`config.mk`:
```
export PLATFORM = sky130hd
export DESIGN_NAME = channel_connection_matrix
export DESIGN_NICKNAME = d
export VERILOG_FILES = /design/src/hdl/conn_matrix_pkg.sv /design/src/hdl/octet_fifo.sv /design/src/hdl/channel_connection_matrix.sv
export SDC_FILE = /design/constraint.sdc
export NUM_CORES = 1
export LEC_CHECK = 0
export BUFFER_PORTS_ARGS = -buffer_cell sky130_fd_sc_hd__buf_2
export CORE_MARGIN = 2
export CORE_UTILIZATION = 34
export CTS_CLUSTER_DIAMETER = 200
export DETAILED_ROUTE_END_ITERATION = 6
export GPL_TIMING_DRIVEN = 0
export PLACE_DENSITY = 0.48
export SLEW_MARGIN = 25
export SYNTH_ARGS = -nofsm -noshare
export SYNTH_HDL_FRONTEND = slang
export SYNTH_SLANG_ARGS = --single-unit
export TNS_END_PERCENT = 100
```
`constraint.sdc`:
```
create_clock -name clk_sys -period 3.9 [get_ports clk_sys]
set_clock_uncertainty 0.15 [all_clocks]
set_input_delay 0.39 -clock clk_sys [delete_from_list [all_inputs] [get_ports clk_sys]]
set_output_delay 0.39 -clock clk_sys [all_outputs]
set_load 0.03 [all_outputs]
```
`src/hdl/conn_matrix_pkg.sv`:
```
// Shared constants and types for the 64 kbit/s channel connection matrix.
// Assumes every connection point is addressed by a port index of PORT_W bits.
package conn_matrix_pkg;

    localparam int          PORT_W     = 3;
    localparam int          OCTET_BITS = 8;
    localparam int          FIFO_DEPTH = 32;
    localparam logic [2:0]  BIT_FIRST  = 3'h0;
    localparam logic [2:0]  BIT_LAST   = 3'h7;
    localparam logic [7:0]  IDLE_ALAW  = 8'hd5;
    localparam logic [7:0]  IDLE_MULAW = 8'hff;

    typedef enum logic {CMD_CONNECT, CMD_DISCONNECT} cmd_op_e;
    typedef enum logic {DIR_UNI, DIR_BI} conn_direction_e;
    typedef enum logic {LAW_A, LAW_MU} idle_law_e;

    typedef struct packed {
        cmd_op_e             op;
        logic [PORT_W-1:0]   in_id;
        logic [PORT_W-1:0]   out_id;
        conn_direction_e     conn_direction;
        idle_law_e           law;
    } conn_cmd_s;

    typedef struct packed {
        logic                connected;
        logic [PORT_W-1:0]   src;
        conn_direction_e     conn_direction;
        idle_law_e           law;
    } conn_entry_s;

    typedef struct packed {
        logic [PORT_W-1:0]   port;
        logic [7:0]          data;
        logic                server_fail;
    } octet_s;

    localparam int OCTET_W = $bits(octet_s);

    localparam conn_entry_s ENTRY_IDLE = '{connected: 1'b0, src: '0, conn_direction: DIR_UNI, law: LAW_A};

endpackage : conn_matrix_pkg

```
`src/hdl/octet_fifo.sv`:
```
// Synchronous FIFO with valid/ready handshakes on both sides.
// Assumes both sides run on clk_sys.
`timescale 1ns/10ps
`default_nettype none
module octet_fifo
    import conn_matrix_pkg::*;
#(
    parameter int WIDTH = OCTET_W,
    parameter int DEPTH = FIFO_DEPTH
)
(
    // Clock and reset
    input  wire logic             clk_sys,
    input  wire logic             reset,
    // Fill side
    input  wire logic             in_valid,
    output logic                  in_ready,
    input  wire logic [WIDTH-1:0] in_data,
    // Drain side
    output logic                  out_valid,
    input  wire logic             out_ready,
    output logic      [WIDTH-1:0] out_data
);

    localparam int AW = $clog2(DEPTH);

    logic [WIDTH-1:0] mem [DEPTH];
    logic [AW-1:0]    wr_ptr_reg;
    logic [AW-1:0]    wr_ptr_next;
    logic [AW-1:0]    rd_ptr_reg;
    logic [AW-1:0]    rd_ptr_next;
    logic [AW:0]      count_reg;
    logic [AW:0]      count_next;
    logic             push;
    logic             pop;

    assign in_ready  = (count_reg != (AW+1)'(DEPTH));
    assign out_valid = (count_reg != '0);
    assign out_data  = mem[rd_ptr_reg];
    assign push      = in_valid && in_ready;
    assign pop       = out_valid && out_ready;

    always_comb
    begin
        wr_ptr_next = push ? AW'(wr_ptr_reg + 1'b1) : wr_ptr_reg;
        rd_ptr_next = pop ? AW'(rd_ptr_reg + 1'b1) : rd_ptr_reg;
        count_next  = (AW+1)'(count_reg + (AW+1)'(push) - (AW+1)'(pop));
    end

    always_ff @(posedge clk_sys)
    begin
        if (push)
        begin
            mem[wr_ptr_reg] <= in_data;
        end
        if (reset)
        begin
            wr_ptr_reg <= '0;
            rd_ptr_reg <= '0;
            count_reg  <= '0;
        end
        else
        begin
            wr_ptr_reg <= wr_ptr_next;
            rd_ptr_reg <= rd_ptr_next;
            count_reg  <= count_next;
        end
    end

endmodule : octet_fifo
`default_nettype wire

```
`src/hdl/channel_connection_matrix.sv`:
```
// Connection matrix for byte-structured 64 kbit/s channels with retimed outputs.
// Assumes channel pins and the timing reference are asynchronous to clk_sys and far slower than it.
`timescale 1ns/10ps
`default_nettype none
module channel_connection_matrix
    import conn_matrix_pkg::*;
#(
    parameter int N_PORTS   = 8,
    parameter int N_SOURCES = 4
)
(
    // Clock and reset
    input  wire logic                 clk_sys,
    input  wire logic                 reset,
    // Input connection points
    input  wire logic [N_PORTS-1:0]   in_bit_clock,
    input  wire logic [N_PORTS-1:0]   in_data,
    input  wire logic [N_PORTS-1:0]   in_frame_start,
    input  wire logic [N_PORTS-1:0]   in_server_fail,
    // Timing reference
    input  wire logic                 timing_ref_clock,
    input  wire logic                 timing_ref_frame_start,
    // Output connection points
    output logic      [N_PORTS-1:0]   out_bit_clock,
    output logic      [N_PORTS-1:0]   out_data,
    output logic      [N_PORTS-1:0]   out_frame_start,
    output logic      [N_PORTS-1:0]   out_server_fail,
    // Sink activation
    input  wire logic [N_PORTS-1:0]   sink_active,
    // Source access to the access point
    input  wire logic [N_SOURCES-1:0] source_request,
    output logic      [N_SOURCES-1:0] source_grant,
    // Management
    input  wire logic                 cmd_valid,
    input  wire conn_cmd_s            cmd,
    output logic                      cmd_done,
    output logic                      cmd_error
);

    localparam int SW = 4 * N_PORTS + 2;

    // Pin synchronisers.
    logic [SW-1:0] sync1_reg;
    logic [SW-1:0] sync2_reg;
    logic [SW-1:0] prev_reg;
    logic [N_PORTS-1:0] ch_clk;
    logic [N_PORTS-1:0] ch_dat;
    logic [N_PORTS-1:0] ch_fs;
    logic [N_PORTS-1:0] ch_ssf;
    logic [N_PORTS-1:0] ch_rise;
    logic ref_clk;
    logic ref_fs;
    logic ref_rise;
    logic load;

    always_ff @(posedge clk_sys)
    begin
        sync1_reg <= {timing_ref_frame_start, timing_ref_clock, in_server_fail, in_frame_start, in_data, in_bit_clock};
        sync2_reg <= sync1_reg;
        prev_reg  <= sync2_reg;
    end

    assign ch_clk   = sync2_reg[N_PORTS-1:0];
    assign ch_dat   = sync2_reg[2*N_PORTS-1:N_PORTS];
    assign ch_fs    = sync2_reg[3*N_PORTS-1:2*N_PORTS];
    assign ch_ssf   = sync2_reg[4*N_PORTS-1:3*N_PORTS];
    assign ref_clk  = sync2_reg[4*N_PORTS];
    assign ref_fs   = sync2_reg[4*N_PORTS+1];
    assign ch_rise  = ch_clk & ~prev_reg[N_PORTS-1:0];
    assign ref_rise = ref_clk && !prev_reg[4*N_PORTS];
    assign load     = ref_rise && ref_fs;

    // Input octet capture.
    logic [7:0]          shift_reg     [N_PORTS];
    logic [7:0]          shift_next    [N_PORTS];
    logic [2:0]          bitcnt_reg    [N_PORTS];
    logic [2:0]          bitcnt_next   [N_PORTS];
    logic [N_PORTS-1:0]  aligned_reg;
    logic [N_PORTS-1:0]  aligned_next;
    logic [N_PORTS-1:0]  pend_reg;
    logic [N_PORTS-1:0]  pend_next;
    logic [7:0]          pdata_reg     [N_PORTS];
    logic [7:0]          pdata_next    [N_PORTS];
    logic [N_PORTS-1:0]  pssf_reg;
    logic [N_PORTS-1:0]  pssf_next;
    logic [PORT_W-1:0]   scan_reg;
    logic [PORT_W-1:0]   scan_next;
    logic                fifo_in_ready;
    logic                fifo_out_valid;
    logic                fifo_out_ready;
    octet_s              fifo_in;
    octet_s              fifo_out;
    logic                push_ok;

    assign fifo_in = '{port: scan_reg, data: pdata_reg[scan_reg], server_fail: pssf_reg[scan_reg]};
    assign push_ok = pend_reg[scan_reg] && fifo_in_ready;

    always_comb
    begin
        pend_next    = pend_reg;
        pssf_next    = pssf_reg;
        aligned_next = aligned_reg;
        pdata_next   = pdata_reg;
        shift_next   = shift_reg;
        bitcnt_next  = bitcnt_reg;
        scan_next    = scan_reg;
        if (push_ok)
        begin
            pend_next[scan_reg] = 1'b0;
        end
        if (push_ok || !pend_reg[scan_reg])
        begin
            scan_next = (int'(scan_reg) == N_PORTS - 1) ? '0 : PORT_W'(scan_reg + 1'b1);
        end
        for (int p = 0; p < N_PORTS; p++)
        begin
            if (ch_rise[p])
            begin
                shift_next[p] = {shift_reg[p][6:0], ch_dat[p]};
                if (ch_fs[p])
                begin
                    bitcnt_next[p]  = BIT_FIRST;
                    aligned_next[p] = 1'b1;
                end
                else
                begin
                    bitcnt_next[p] = 3'(bitcnt_reg[p] + 1'b1);
                end
                if (!ch_fs[p] && aligned_reg[p] && bitcnt_reg[p] == 3'(BIT_LAST - 1'b1))
                begin
                    pend_next[p]  = 1'b1;
                    pdata_next[p] = {shift_reg[p][6:0], ch_dat[p]};
                    pssf_next[p]  = ch_ssf[p];
                end
            end
        end
    end

    always_ff @(posedge clk_sys)
    begin
        if (reset)
        begin
            pend_reg    <= '0;
            pssf_reg    <= '0;
            aligned_reg <= '0;
            scan_reg    <= '0;
            for (int p = 0; p < N_PORTS; p++)
            begin
                shift_reg[p]  <= '0;
                bitcnt_reg[p] <= BIT_FIRST;
                pdata_reg[p]  <= '0;
            end
        end
        else
        begin
            pend_reg    <= pend_next;
            pssf_reg    <= pssf_next;
            aligned_reg <= aligned_next;
            scan_reg    <= scan_next;
            shift_reg   <= shift_next;
            bitcnt_reg  <= bitcnt_next;
            pdata_reg   <= pdata_next;
        end
    end

    octet_fifo #(
        .WIDTH (OCTET_W),
        .DEPTH (FIFO_DEPTH)
    ) octet_fifo_inst (
        .clk_sys   (clk_sys),
        .reset     (reset),
        .in_valid  (pend_reg[scan_reg]),
        .in_ready  (fifo_in_ready),
        .in_data   (fifo_in),
        .out_valid (fifo_out_valid),
        .out_ready (fifo_out_ready),
        .out_data  (fifo_out)
    );

    // The store is not written while outputs load, so every broadcast leg sees one snapshot.
    assign fifo_out_ready = !load;

    logic [7:0]         store_data_reg [N_PORTS];
    logic [7:0]         store_data_next[N_PORTS];
    logic [N_PORTS-1:0] store_ssf_reg;
    logic [N_PORTS-1:0] store_ssf_next;

    always_comb
    begin
        store_data_next = store_data_reg;
        store_ssf_next  = store_ssf_reg;
        if (fifo_out_valid && fifo_out_ready)
        begin
            store_data_next[fifo_out.port] = fifo_out.data;
            store_ssf_next[fifo_out.port]  = fifo_out.server_fail;
        end
    end

    always_ff @(posedge clk_sys)
    begin
        if (reset)
        begin
            store_ssf_reg <= '1;
            for (int p = 0; p < N_PORTS; p++)
            begin
                store_data_reg[p] <= IDLE_ALAW;
            end
        end
        else
        begin
            store_data_reg <= store_data_next;
            store_ssf_reg  <= store_ssf_next;
        end
    end

    // Connection map, one entry per output.
    conn_entry_s map_reg [N_PORTS];
    conn_entry_s map_next[N_PORTS];
    logic        done_next;
    logic        err_next;
    logic        done_reg;
    logic        err_reg;
    logic        ids_ok;
    conn_entry_s old;

    assign ids_ok = (int'(cmd.in_id) < N_PORTS) && (int'(cmd.out_id) < N_PORTS);

    always_comb
    begin
        map_next  = map_reg;
        done_next = cmd_valid;
        err_next  = cmd_valid && !ids_ok;
        old       = map_reg[cmd.out_id];
        if (cmd_valid && ids_ok)
        begin
            unique case (cmd.op)
                CMD_CONNECT:
                begin
                    map_next[cmd.out_id] = '{1'b1, cmd.in_id, cmd.conn_direction, cmd.law};
                    if (cmd.conn_direction == DIR_BI)
                    begin
                        map_next[cmd.in_id] = '{1'b1, cmd.out_id, DIR_BI, cmd.law};
                    end
                end
                CMD_DISCONNECT:
                begin
                    if (old.connected && old.conn_direction == DIR_BI && map_reg[old.src].src == cmd.out_id)
                    begin
                        map_next[old.src] = '{1'b0, '0, DIR_UNI, map_reg[old.src].law};
                    end
                    map_next[cmd.out_id] = '{1'b0, '0, DIR_UNI, cmd.law};
                end
            endcase
        end
    end

    always_ff @(posedge clk_sys)
    begin
        if (reset)
        begin
            done_reg <= 1'b0;
            err_reg  <= 1'b0;
            for (int p = 0; p < N_PORTS; p++)
            begin
                map_reg[p] <= ENTRY_IDLE;
            end
        end
        else
        begin
            done_reg <= done_next;
            err_reg  <= err_next;
            map_reg  <= map_next;
        end
    end

    // Retimed outputs.
    logic [7:0]         oshift_reg [N_PORTS];
    logic [7:0]         oshift_next[N_PORTS];
    logic [N_PORTS-1:0] odata_reg;
    logic [N_PORTS-1:0] odata_next;
    logic [N_PORTS-1:0] ossf_reg;
    logic [N_PORTS-1:0] ossf_next;
    logic [N_PORTS-1:0] ofs_reg;
    logic [N_PORTS-1:0] ofs_next;
    logic [N_PORTS-1:0] oclk_reg;

    always_comb
    begin
        oshift_next = oshift_reg;
        odata_next  = odata_reg;
        ossf_next   = ossf_reg;
        ofs_next    = ofs_reg;
        for (int o = 0; o < N_PORTS; o++)
        begin
            if (load)
            begin
                if (map_reg[o].connected)
                begin
                    oshift_next[o] = store_data_reg[map_reg[o].src];
                    ossf_next[o]   = store_ssf_reg[map_reg[o].src] && sink_active[o];
                end
                else
                begin
                    oshift_next[o] = (map_reg[o].law == LAW_MU) ? IDLE_MULAW : IDLE_ALAW;
                    ossf_next[o]   = 1'b0;
                end
                odata_next[o] = oshift_next[o][7];
            end
            else if (ref_rise)
            begin
                oshift_next[o] = {oshift_reg[o][6:0], 1'b0};
                odata_next[o]  = oshift_reg[o][6];
            end
            if (ref_rise)
            begin
                ofs_next[o] = ref_fs;
            end
        end
    end

    always_ff @(posedge clk_sys)
    begin
        if (reset)
        begin
            odata_reg <= '0;
            ossf_reg  <= '0;
            ofs_reg   <= '0;
            oclk_reg  <= '0;
            for (int o = 0; o < N_PORTS; o++)
            begin
                oshift_reg[o] <= '0;
            end
        end
        else
        begin
            oshift_reg <= oshift_next;
            odata_reg  <= odata_next;
            ossf_reg   <= ossf_next;
            ofs_reg    <= ofs_next;
            oclk_reg   <= {N_PORTS{ref_clk}};
        end
    end

    // Access point arbitration: a grant holds until its request drops.
    logic [N_SOURCES-1:0] grant_reg;
    logic [N_SOURCES-1:0] grant_next;

    always_comb
    begin
        grant_next = grant_reg & source_request;
        if (grant_next == '0)
        begin
            for (int s = N_SOURCES - 1; s >= 0; s--)
            begin
                if (source_request[s])
                begin
                    grant_next = '0;
                    grant_next[s] = 1'b1;
                end
            end
        end
    end

    always_ff @(posedge clk_sys)
    begin
        grant_reg <= reset ? '0 : grant_next;
    end

    assign out_bit_clock   = oclk_reg;
    assign out_data        = odata_reg;
    assign out_frame_start = ofs_reg;
    assign out_server_fail = ossf_reg;
    assign source_grant    = grant_reg;
    assign cmd_done        = done_reg;
    assign cmd_error       = err_reg;

    chk_grant_onehot: assert property (@(posedge clk_sys) disable iff (reset) $onehot0(grant_reg))
        else $error("More than one source granted.");
    chk_grant_holds: assert property (@(posedge clk_sys) disable iff (reset)
        ((grant_reg & source_request) != '0) |=> grant_reg == $past(grant_reg))
        else $error("Held grant was taken away.");
    chk_sink_quiet: assert property (@(posedge clk_sys) disable iff (reset)
        load |=> (out_server_fail & ~$past(sink_active)) == '0)
        else $error("Inactive sink saw server fail.");
    chk_connect_entry: assert property (@(posedge clk_sys) disable iff (reset)
        (cmd_valid && ids_ok && cmd.op == CMD_CONNECT) |=>
        map_reg[$past(cmd.out_id)].connected && map_reg[$past(cmd.out_id)].src == $past(cmd.in_id) && cmd_done)
        else $error("Connect not applied.");
    chk_disconnect_entry: assert property (@(posedge clk_sys) disable iff (reset)
        (cmd_valid && ids_ok && cmd.op == CMD_DISCONNECT) |=> !map_reg[$past(cmd.out_id)].connected)
        else $error("Disconnect not applied.");
    chk_bidir_reverse: assert property (@(posedge clk_sys) disable iff (reset)
        (cmd_valid && ids_ok && cmd.op == CMD_CONNECT && cmd.conn_direction == DIR_BI) |=>
        map_reg[$past(cmd.in_id)].src == $past(cmd.out_id))
        else $error("Reverse leg missing.");
    chk_idle_output: assert property (@(posedge clk_sys) disable iff (reset)
        (load && !map_reg[0].connected && map_reg[0].law == LAW_A) |=>
        oshift_reg[0] == IDLE_ALAW && !out_server_fail[0] ##1 out_data[0] == IDLE_ALAW[7])
        else $error("Idle octet wrong.");
    chk_fs_retimed: assert property (@(posedge clk_sys) disable iff (reset)
        $rose(out_frame_start[0]) |-> $past(load))
        else $error("Frame start not on reference.");
    chk_routed_octet: assert property (@(posedge clk_sys) disable iff (reset)
        (load && map_reg[0].connected) |=>
        oshift_reg[0] == $past(store_data_reg[map_reg[0].src]) && out_data[0] == oshift_reg[0][7])
        else $error("Routed octet altered.");

endmodule : channel_connection_matrix
`default_nettype wire

```
== Yosys cells after proc, flatten, opt, wreduce, memory -nomap -nowiden ==
Memories as Yosys holds them, arrays and structs flattened. A register that Yosys moved wholly into a read port is not among the register bits.
Index checks and enable logic that the tools add are counted.

* Register bits after elaboration: 487
* Memory bits (writable): 384
* Input port bits: 58
* Logic and storage cells: 410
* Memories: 1

* Add/subtract/negate cells: 13
* Magnitude comparators: 29
* Equal/unequal tests: 11
* Muxes and demuxes: 167
* Bitwise gates (word level): 19
* Reduce and logical (&&, ||, !) cells: 67

{| class="wikitable"
|+ Memories
! name !! words !! width !! read ports !! clocked after Yosys merged registers in !! write ports !! RTL line !! RTL
|-
| octet_fifo_inst.mem || 32 || 12 || 1 || 1 || 1 || octet_fifo.sv:27 || <nowiki>logic [WIDTH-1:0] mem [DEPTH];</nowiki>
|}

{| class="wikitable"
|+ Operators by type and width
! cell !! number
|-
| two-way mux 8 bit || 28
|-
| binary-select mux 8 bit (select 3 bit) || 9
|-
| bitwise mux 48 bit || 4
|-
| two-way mux 48 bit || 4
|-
| two-way mux 7 bit || 16
|-
| case mux 48 bit (2 select lines) || 1
|-
| two-way mux 6 bit || 13
|-
| bitwise mux 64 bit || 1
|-
| demux 6 bit (select 3 bit) || 3
|-
| two-way mux 1 bit || 54
|-
| >= comparator 4 bit, second input constant || 13
|-
| NOT 3 -> 4 bit || 13
|-
| less-than comparator 3 x 4 -> 1 bit, second input constant || 10
|-
| binary-select mux 6 bit (select 3 bit) || 2
|-
| logical AND 1 bit || 36
|-
| AND reduction 2 bit || 16
|-
| binary-select mux 1 bit (select 3 bit) || 10
|-
| adder 3 x 1 -> 3 bit, second input constant || 9
|-
| two-way mux 3 bit || 9
|-
| demux 8 bit (select 3 bit) || 1
|-
| == test 3 bit, second input constant || 8
|-
| two-way mux 4 bit || 5
|-
| two-way mux 5 bit || 4
|-
| bitwise AND 8 bit || 2
|-
| other kinds (18) || 35
|}

== Longest topological paths before layout ==
Gate-level depths: netlist of run 1.

* Depth after elaboration: 15
* Mapped depth: 14

== Cells and area by module ==
Synthesis of run 1 repeated with hierarchy kept, for this count alone.

* Cell total of the unflattened synthesis: 3209
* Area, all modules: 38405.6 um2

{| class="wikitable"
|+ Modules (own cells, without submodules)
! module !! instances !! cells an instance !! area each (um2)
|-
| channel_connection_matrix || 1 || 2368 || 22480.3
|-
| octet_fifo || 1 || 841 || 15925.3
|}

== Worst setup path before layout of run 1 ==
OpenSTA, ideal clock, no wires.

* Kind: input to register
* From: input port cmd[3] (netlist name)
* To: register map_reg[11] (netlist name)
* Setup time: 0.103 ns
* Data arrival time: 3.383 ns
* Required time: 3.647 ns
* Slack: 0.264 ns
* Stages: 11
* Buffers on the path: 2
* Path through: buf_6 -> mux2_4 -> a221o_1 -> a222oi_1 -> buf_4 -> mux2i_1 -> mux2i_2 -> mux2i_1 -> nor4_2 -> or2_2 -> a2111oi_2

* Cells in the longest elaborated chain, start to end: 15

{| class="wikitable"
|+ Ends and longest elaborated chain
! element !! RTL line !! RTL
|-
| start, declared || channel_connection_matrix.sv:35 || <nowiki>input wire conn_cmd_s cmd,</nowiki>
|-
| NOT 3 -> 4 bit (not written as such) || channel_connection_matrix.sv:233, channel_connection_matrix.sv:239, channel_connection_matrix.sv:251 ||
|-
| binary-select mux 6 bit (select 3 bit) || channel_connection_matrix.sv:233 || <nowiki>old = map_reg[cmd.out_id];</nowiki>
|-
| two-way mux 6 bit (not written as such) (2 in series) || channel_connection_matrix.sv:233 ||
|-
| NOT 3 -> 4 bit (not written as such) || channel_connection_matrix.sv:247, channel_connection_matrix.sv:249 ||
|-
| >= comparator 4 bit (not written as such), or another cell as far along || channel_connection_matrix.sv:249 || <nowiki>map_next[old.src] = '{1'b0, '0, DIR_UNI, map_reg[old.src].law};</nowiki>
|-
| logical AND 1 bit (not written as such) / two-way mux 5 bit (equally long branches) || -- ||
|-
| two-way mux 6 bit (not written as such) / two-way mux 5 bit (equally long branches) || -- ||
|-
| demux 6 bit (select 3 bit) / == test 3 bit (equally long branches) || channel_connection_matrix.sv:249, channel_connection_matrix.sv:247 ||
|-
| bitwise mux 48 bit / logical AND 1 bit (equally long branches) || channel_connection_matrix.sv:249, channel_connection_matrix.sv:247 ||
|-
| two-way mux 48 bit || channel_connection_matrix.sv:247 || <nowiki>if (old.connected && old.conn_direction == DIR_BI && map_reg[old.src].src == cmd.out_id)</nowiki>
|-
| two-way mux 48 bit || channel_connection_matrix.sv:236 || <nowiki>unique case (cmd.op)</nowiki>
|-
| two-way mux 48 bit || channel_connection_matrix.sv:234 || <nowiki>if (cmd_valid && ids_ok)</nowiki>
|-
| bitwise mux 48 bit || channel_connection_matrix.sv:251 || <nowiki>map_next[cmd.out_id] = '{1'b0, '0, DIR_UNI, cmd.law};</nowiki>
|-
| case mux 48 bit (2 select lines) * || channel_connection_matrix.sv:236 ||
|-
| end signal, assigned || channel_connection_matrix.sv:272 || <nowiki>map_reg <= map_next;</nowiki>
|-
| end, declared || channel_connection_matrix.sv:217 || <nowiki>conn_entry_s map_reg [N_PORTS];</nowiki>
|}

Every way passes the cells marked *; elsewhere a longest branch is shown, timed or not. The select of a mux whose other input is x is not followed.
A chain may end at the register's enable or synchronous reset.

== Worst setup path after layout of run 1 ==
* From: register map_reg[40] (netlist name)
* To: register map_reg[36] (netlist name)

* Cells in the longest elaborated chain, start to end: 14

{| class="wikitable"
|+ Ends and longest elaborated chain
! element !! RTL line
|-
| binary-select mux 6 bit (select 3 bit) || channel_connection_matrix.sv:233
|-
| two-way mux 6 bit (not written as such) (2 in series) || channel_connection_matrix.sv:233
|-
| NOT 3 -> 4 bit (not written as such) || channel_connection_matrix.sv:247, channel_connection_matrix.sv:249
|-
| >= comparator 4 bit (not written as such), or another cell as far along || channel_connection_matrix.sv:249
|-
| logical AND 1 bit (not written as such) / two-way mux 5 bit (equally long branches) || channel_connection_matrix.sv:249
|-
| two-way mux 6 bit (not written as such) / two-way mux 5 bit (equally long branches) || channel_connection_matrix.sv:249
|-
| demux 6 bit (select 3 bit) / == test 3 bit (equally long branches) || channel_connection_matrix.sv:249, channel_connection_matrix.sv:247
|-
| bitwise mux 48 bit / logical AND 1 bit (equally long branches) || channel_connection_matrix.sv:249, channel_connection_matrix.sv:247
|-
| two-way mux 48 bit * || channel_connection_matrix.sv:247
|-
| two-way mux 48 bit * || channel_connection_matrix.sv:236
|-
| two-way mux 48 bit * || channel_connection_matrix.sv:234
|-
| bitwise mux 48 bit * || channel_connection_matrix.sv:251
|-
| case mux 48 bit (2 select lines) * || channel_connection_matrix.sv:236
|}

Marked as above.

==> reports/results.tsv, run 1 <==
metric	value	unit
outcome	complete, no violations	
Area Growth Syn to Fin	17.4	%
clock sink total	852	
die height	338	um
final worst-path cycle share	99.1	%
Post-Syn Nets	3074	
first-pass GRT wire length	176000	um
full die area	115000	sq um
iteration-0 DRC count of the detailed router	2502	
Clock Path Buffers	3	
Synth cell types	70	
Setup TNS	0	ns
async set-reset flop share out of synthesis	0	%
clock root buffer	clkbuf_16	
switching power share of the total	28.5	%
worst-path maximum fanout	8	
final setup vio count	0	
Final Non-Filler Cells	4797	
DP HPWL	86000	um
drt drc	0	
Nets	3324	
Sw Pwr	6640	uW
RSZ-0062 raised after global routing	true	
largest net degree at the start of global routing	35	
Worst Path Required	4.27	ns
RD Place Congestion	0.918	
max-slew violations	0	
Worst Setup Start Kind	register	
DR WL/cell	25.2	um
FILL cells	10407	
GRT Total Usage	20.6	%
Worst Hold Class	in -> reg	
Inserted Clock Buffers	93	
Starting Density	34.3	%
FMAX	259	MHz
hold endpoint	out_server_fail[1]$_SDFFE_PP0N_	
register area	20900	sq um
Comb pwr share	18.4	%
reg-to-reg critical path endpoint	map_reg[36]$_SDFFE_PP0P_	
most common cell after layout, fill and taps aside	dfxtp_1	
Total Wirelength	121000	um
worst slew margin relative to its limit	25.2	%
CP Capture Type	register	
vias per inst	5.50	
clock power share	37.6	%
placed instance area	40700	sq um
Worst-Margin Slew	1.12	ns
Ys Warns	0	
peak supply drop	0.342	mV
Finished Cell Area	44600	sq um
share of cells above drive strength 1	21.8	%
Worst-Skew Late Latency	0.70	ns
source of the worst hold timing path	sink_active[1]	
Worst R2R Start	map_reg[40]$_SDFFE_PP0P_	
sequential share of power	44.0	%
# H-tree levels	3	
pwr/cell area	521	nW/um^2
area of the multi-input gates	16500	sq um
Int Power	16600	uW
DRT antenna net count	0	
clk slew on worst S/H paths	0.06	ns
Port-buffer cells	89	
syn_area_per_cell	12.8	sq um
# diodes	0	
hold path depth	3	
number of synthesized register bits	852	
initial antenna violation count	1	
Final Util	40.3	%
Post-synth EDFFs	384	
min Tclk post-route	3.87	ns
Core Region	111000	sq um
sequential area share after synthesis	55.0	%
max FFs per register	384	
Power, Total	23300	uW
Worst Path Arrival	4.24	ns
total number of vias	26393	
I/O Pins	96	
Static Leak	0.0146	uW
Post-Synthesis Cells	2983	
GRT overflow	0	
Hold Fails Final Rpt	0	
netlist area before placement	38000	sq um
MaxCap Viol Count	0	
Synth Flop Type	dfxtp_1	
vias in the first global route	26210	
DR pass1 iterations	6	
most frequent cells in the layout	dfxtp_1, edfxtp_1, nand2_1, mux4_2, mux2i_1	
CTS tree	built	
Core Rows	122	
die width	338	um
r2r setup slk	0.03	ns
FF-to-FF path depth	11	
Crit Path Category	reg -> reg	
Inst Count DP	4573	
## metrics by stage
| step | setup WS (ns) | hold WS (ns) |
|---|---|---|
| floorplan | 0.264 | 0.160 |
| global placement | -0.886 | 0.160 |
| detailed placement | -0.851 | 0.162 |
| CTS | -0.101 | 0.00869 |
| global route | -0.0639 | 0.0243 |
| finish | 0.0338 | 0.0790 |
## power by group through the flow
stage	registers (uW)	clock network [uW]	logic (uW)
after CTS	10200	8950	4310
after floorplan	10100	0	2990
after global routing	10300	9300	4570
after global placement	10300	0	4130
final	10200	8740	4280
after detailed placement	10400	0	4200
## per-layer routing
layer | track usage [%] | vias to the layer above | routed length [um]
li1 | - | 11750 | -
met3 | 3.45 | 217 | 7590
met5 | 0 | - | 0
met2 | 33.5 | 1043 | 56800
met4 | 7.29 | 0 | 4210
met1 | 27.9 | 13383 | 52100
## cell type report
cell class	count	share of cell area, %
Sequential cell	852	46.8
Multi-Input combinational cell	1863	36.9
Clock buffer	131	5.93
Tap cell	1488	4.17
Timing Repair Buffer	165	2.76
Buffer	230	2.29
Clock inverter	40	0.858
Inverter	28	0.235
## worst max-delay path: stages (launching register included)
cell	delay [ns]
dfxtp_1	0.37
mux2_4	0.29
a221o_1	0.29
a222oi_1	0.46
buf_4	0.20
buf_4	0.12
nor2b_1	0.52
a22oi_1	0.19
and3_1	0.22
buf_1	0.26
a41oi_1	0.48
a221oi_1	0.16
## worst max path at each step
stage                             start                               endpoint  slack, ns  cells after the start
4_1_cts        scan_reg[0]$_SDFFE_PP0P_  octet_fifo_inst.mem[16][10]$_DFFE_PP_      -0.10                      8
3_5_place_dp                     cmd[3]               map_reg[11]$_SDFFE_PP0P_      -0.85                     12
3_3_place_gp   scan_reg[0]$_SDFFE_PP0P_    octet_fifo_inst.mem[8][5]$_DFFE_PP_      -0.89                      8
6_report       map_reg[40]$_SDFFE_PP0P_               map_reg[36]$_SDFFE_PP0P_       0.03                     11
2_1_floorplan                    cmd[3]               map_reg[11]$_SDFFE_PP0P_       0.26                     11
5_1_grt        map_reg[40]$_SDFFE_PP0P_               map_reg[29]$_SDFFE_PP0P_      -0.06                     11
## repair_timing
action,4_1_cts,5_1_grt
gates resized for setup,75,31
endpoints found under the hold margin,45,0
hold buffers,48,0
setup endpoints to repair,542,287
setup buffers,10,5
pin swaps,2,3
## synthesized netlist by cell type (all sizes together), types with 13 or more instances
master    n  area (sq um)
a211oi   33           248
a21oi   189           946
a221oi   13           114
a22oi    35           263
buf      78           374
clkbuf  162           608
dfxtp   468          9370
edfxtp  384         11500
ha       32           400
inv      28           105
mux2     55           623
mux2i   264          2670
mux4    265          5970
nand2   333          1250
nand2b   13          81.3
nand3    38           190
nand4    16           100
nor2    265           995
nor2b    20           125
nor3     48           245
o211ai   21           158
o21ai    66           330
o221ai   34           298
## cell families (layout without fill, tap and decap cells)
logic type               count (synthesis)  after routing  share of synthesized area, %
flip-flops                             852            852                          55.0
multiplexers                           584            584                          24.4
XOR/XNOR                                15             15                         0.385
buffers and inverters                  268            594                          2.86
other                                    1              1                       0.00986
adder cells (fa/ha/maj)                 33             33                          1.11
AO/OA/AOI/OAI                          440            440                          7.31
AND/OR/NAND/NOR                        790            790                          9.03
Note: power is estimated with default switching activity, not from simulation.
==> inputs of run 2 (changes only) <==
--- a/config.mk
+++ b/config.mk
@@ -5,13 +5,13 @@
 export SDC_FILE = /design/constraint.sdc
 export NUM_CORES = 1
 export LEC_CHECK = 0
-export BUFFER_PORTS_ARGS = -buffer_cell sky130_fd_sc_hd__buf_2
+export BUFFER_PORTS_ARGS = -buffer_cell sky130_fd_sc_hd__buf_4
 export CORE_MARGIN = 2
 export CORE_UTILIZATION = 34
 export CTS_CLUSTER_DIAMETER = 200
 export DETAILED_ROUTE_END_ITERATION = 6
 export GPL_TIMING_DRIVEN = 0
-export PLACE_DENSITY = 0.48
+export PLACE_DENSITY = 0.49
 export SLEW_MARGIN = 25
 export SYNTH_ARGS = -nofsm -noshare
 export SYNTH_HDL_FRONTEND = slang
==> constraint.sdc (replaced) <==
create_clock -name clk_sys -period 3.28 [get_ports clk_sys]
set_clock_uncertainty 0.15 [all_clocks]
set_input_delay 0.328 -clock clk_sys [delete_from_list [all_inputs] [get_ports clk_sys]]
set_output_delay 0.328 -clock clk_sys [all_outputs]
set_load 0.03 [all_outputs]
==> reports/results.tsv, run 2 (synthesis results as in run 1) <==
metric	value	unit
die width	338	um
vias per inst	5.49	
most frequent cells in the layout	dfxtp_1, edfxtp_1, nand2_1, mux4_2, mux2i_1	
Hold Fails Final Rpt	0	
worst slew margin relative to its limit	27.6	%
CP Capture Type	register	
GRT Total Usage	20.9	%
full die area	115000	sq um
DR WL/cell	25.1	um
Core Region	111000	sq um
most common cell after layout, fill and taps aside	dfxtp_1	
CP most frequent cell	mux2i_4	
die height	338	um
first-pass GRT wire length	179000	um
DRT antenna net count	0	
Worst path slowest cell	or4_4	
vias in the first global route	26456	
Worst Setup Start Kind	register	
final worst slack	-0.268	ns
RD Place Congestion	0.914	
Setup TNS	-4.20	ns
Total Wirelength	121000	um
clock root buffer	clkbuf_16	
iteration-0 DRC count of the detailed router	2605	
Port-buffer cells	89	
Clock Path Buffers	3	
CP bufs+invs	2	
worst-path maximum fanout	10	
largest net degree at the start of global routing	33	
Core Rows	122	
Inserted Clock Buffers	93	
drt drc	1	
FMAX	282	MHz
initial antenna violation count	0	
share of cells above drive strength 1	24.6	%
failing checks	design-rule violations, negative setup slack	
crit path cell chain	mux2i_1 > mux4_2 > buf_4 > buf_6 > mux2i_2 > mux2i_4 > mux2i_4 > xnor2_4 > or4_4 > a211o_1 > a21oi_1	
Area Growth Syn to Fin	20.5	%
Static Leak	0.0151	uW
FILL cells	10332	
Crit Path Category	reg -> reg	
peak supply drop	0.392	mV
final setup vio count	39	
MaxCap Viol Count	0	
# H-tree levels	3	
GRT overflow	0	
Starting Density	34.3	%
pwr/cell area	620	nW/um^2
DP HPWL	85900	um
clock sink total	852	
total number of vias	26542	
CTS tree	built	
CP top delay family	multiplexers	
outcome	finished with violations	
Worst Path Arrival	3.98	ns
DR pass1 iterations	7	
Worst-Margin Slew	1.09	ns
Worst path max stage delay	0.62	ns
Nets	3363	
clk slew on worst S/H paths	0.06	ns
Worst Hold Class	in -> reg	
I/O Pins	96	
# diodes	0	
RSZ-0062 raised after global routing	true	
Worst Path Required	3.72	ns
final worst-path cycle share	108	%
Worst-Skew Late Latency	0.69	ns
max-slew violations	0	
max FFs per register	384	
Final Util	41.4	%
min Tclk post-route	3.55	ns
run 2: changes by cell type in the layout (fill, tap and decap cells not counted), moves of 9 or more:
cell,change
o21ai_1,+12
o21ai_0,-21
buf_4,+112
clkbuf_1,-14
mux2i_1,-9
o21ai_2,+9
mux2i_4,+9
buf_2,-95
buf_6,+18
clkbuf_8,+11
dfxtp_1,-10
run 2: per-layer routing:
| metal | share of wire (%) | wire [um] | track usage, % | vias up |
|---|---|---|---|---|
| met5 | 0 | 0 | 0 | - |
| li1 | - | - | - | 11841 |
| met2 | 47 | 57500 | 34.1 | 970 |
| met3 | 6.1 | 7390 | 3.70 | 232 |
| met4 | 3.9 | 4760 | 7.81 | 0 |
| met1 | 43 | 51800 | 27.8 | 13499 |
run 2: worst min-delay path: stages:
cell	delay, ns
buf_4	0.16
nand2b_1	0.13
nor2_1	0.07
nand2_1	0.09
a221oi_2	0.06
run 2: layout make-up:
type | instances | area (sq um) | area share [%]
Inverter | 28 | 105 | 0.229
Sequential cell | 852 | 20900 | 45.7
Tap cell | 1488 | 1860 | 4.06
Timing Repair Buffer | 206 | 1840 | 4.01
Multi-Input combinational cell | 1864 | 16800 | 36.6
Clock inverter | 39 | 507 | 1.11
Buffer | 227 | 1080 | 2.35
Clock buffer | 132 | 2730 | 5.95
run 2: metrics by stage:
step	instances	instance area, sq um	hold slack (ns)	setup WS, ns	power [uW]
floorplan	2983	38100	0.160	-0.136	15600
global placement	4560	40600	0.161	-1.24	17200
detailed placement	4577	41000	0.162	-1.28	17400
CTS	4823	45600	0.0194	-0.134	28600
global route	4836	45800	0.0940	-0.319	29500
finish	4836	45800	0.0779	-0.268	28400
run 2: path summary, 6_finish.rpt:
kind | depth (start not counted) | endpoint | slack [ns] | start
worst max-delay path | 11 | map_reg[19]$_SDFFE_PP0P_ | -0.27 | map_reg[2]$_SDFFE_PP0P_
worst min-delay path | 5 | map_reg[12]$_SDFFE_PP0P_ | 0.08 | cmd_valid
worst max register to register | 11 | map_reg[19]$_SDFFE_PP0P_ | -0.27 | map_reg[2]$_SDFFE_PP0P_
worst min register to register | 0 | sync2_reg[14]$_DFF_P_ | 0.17 | sync1_reg[14]$_DFF_P_
run 2: power breakdown:
part | internal [uW] | total, uW | switching, uW | leakage, uW
Sequential | 11400 | 12200 | 776 | 0.00736
Clock | 6460 | 10900 | 4420 | 0.00158
Combinational | 2590 | 5320 | 2720 | 0.00611
run 2: timing repair:
action                                 in CTS  in global routing
hold buffers                               49                  0
setup buffers                              38                 21
gates resized for setup                   181                 46
pin swaps                                  27                 18
endpoints found under the hold margin      46                  0
setup endpoints to repair                 764                120
gates cloned                                1                  0
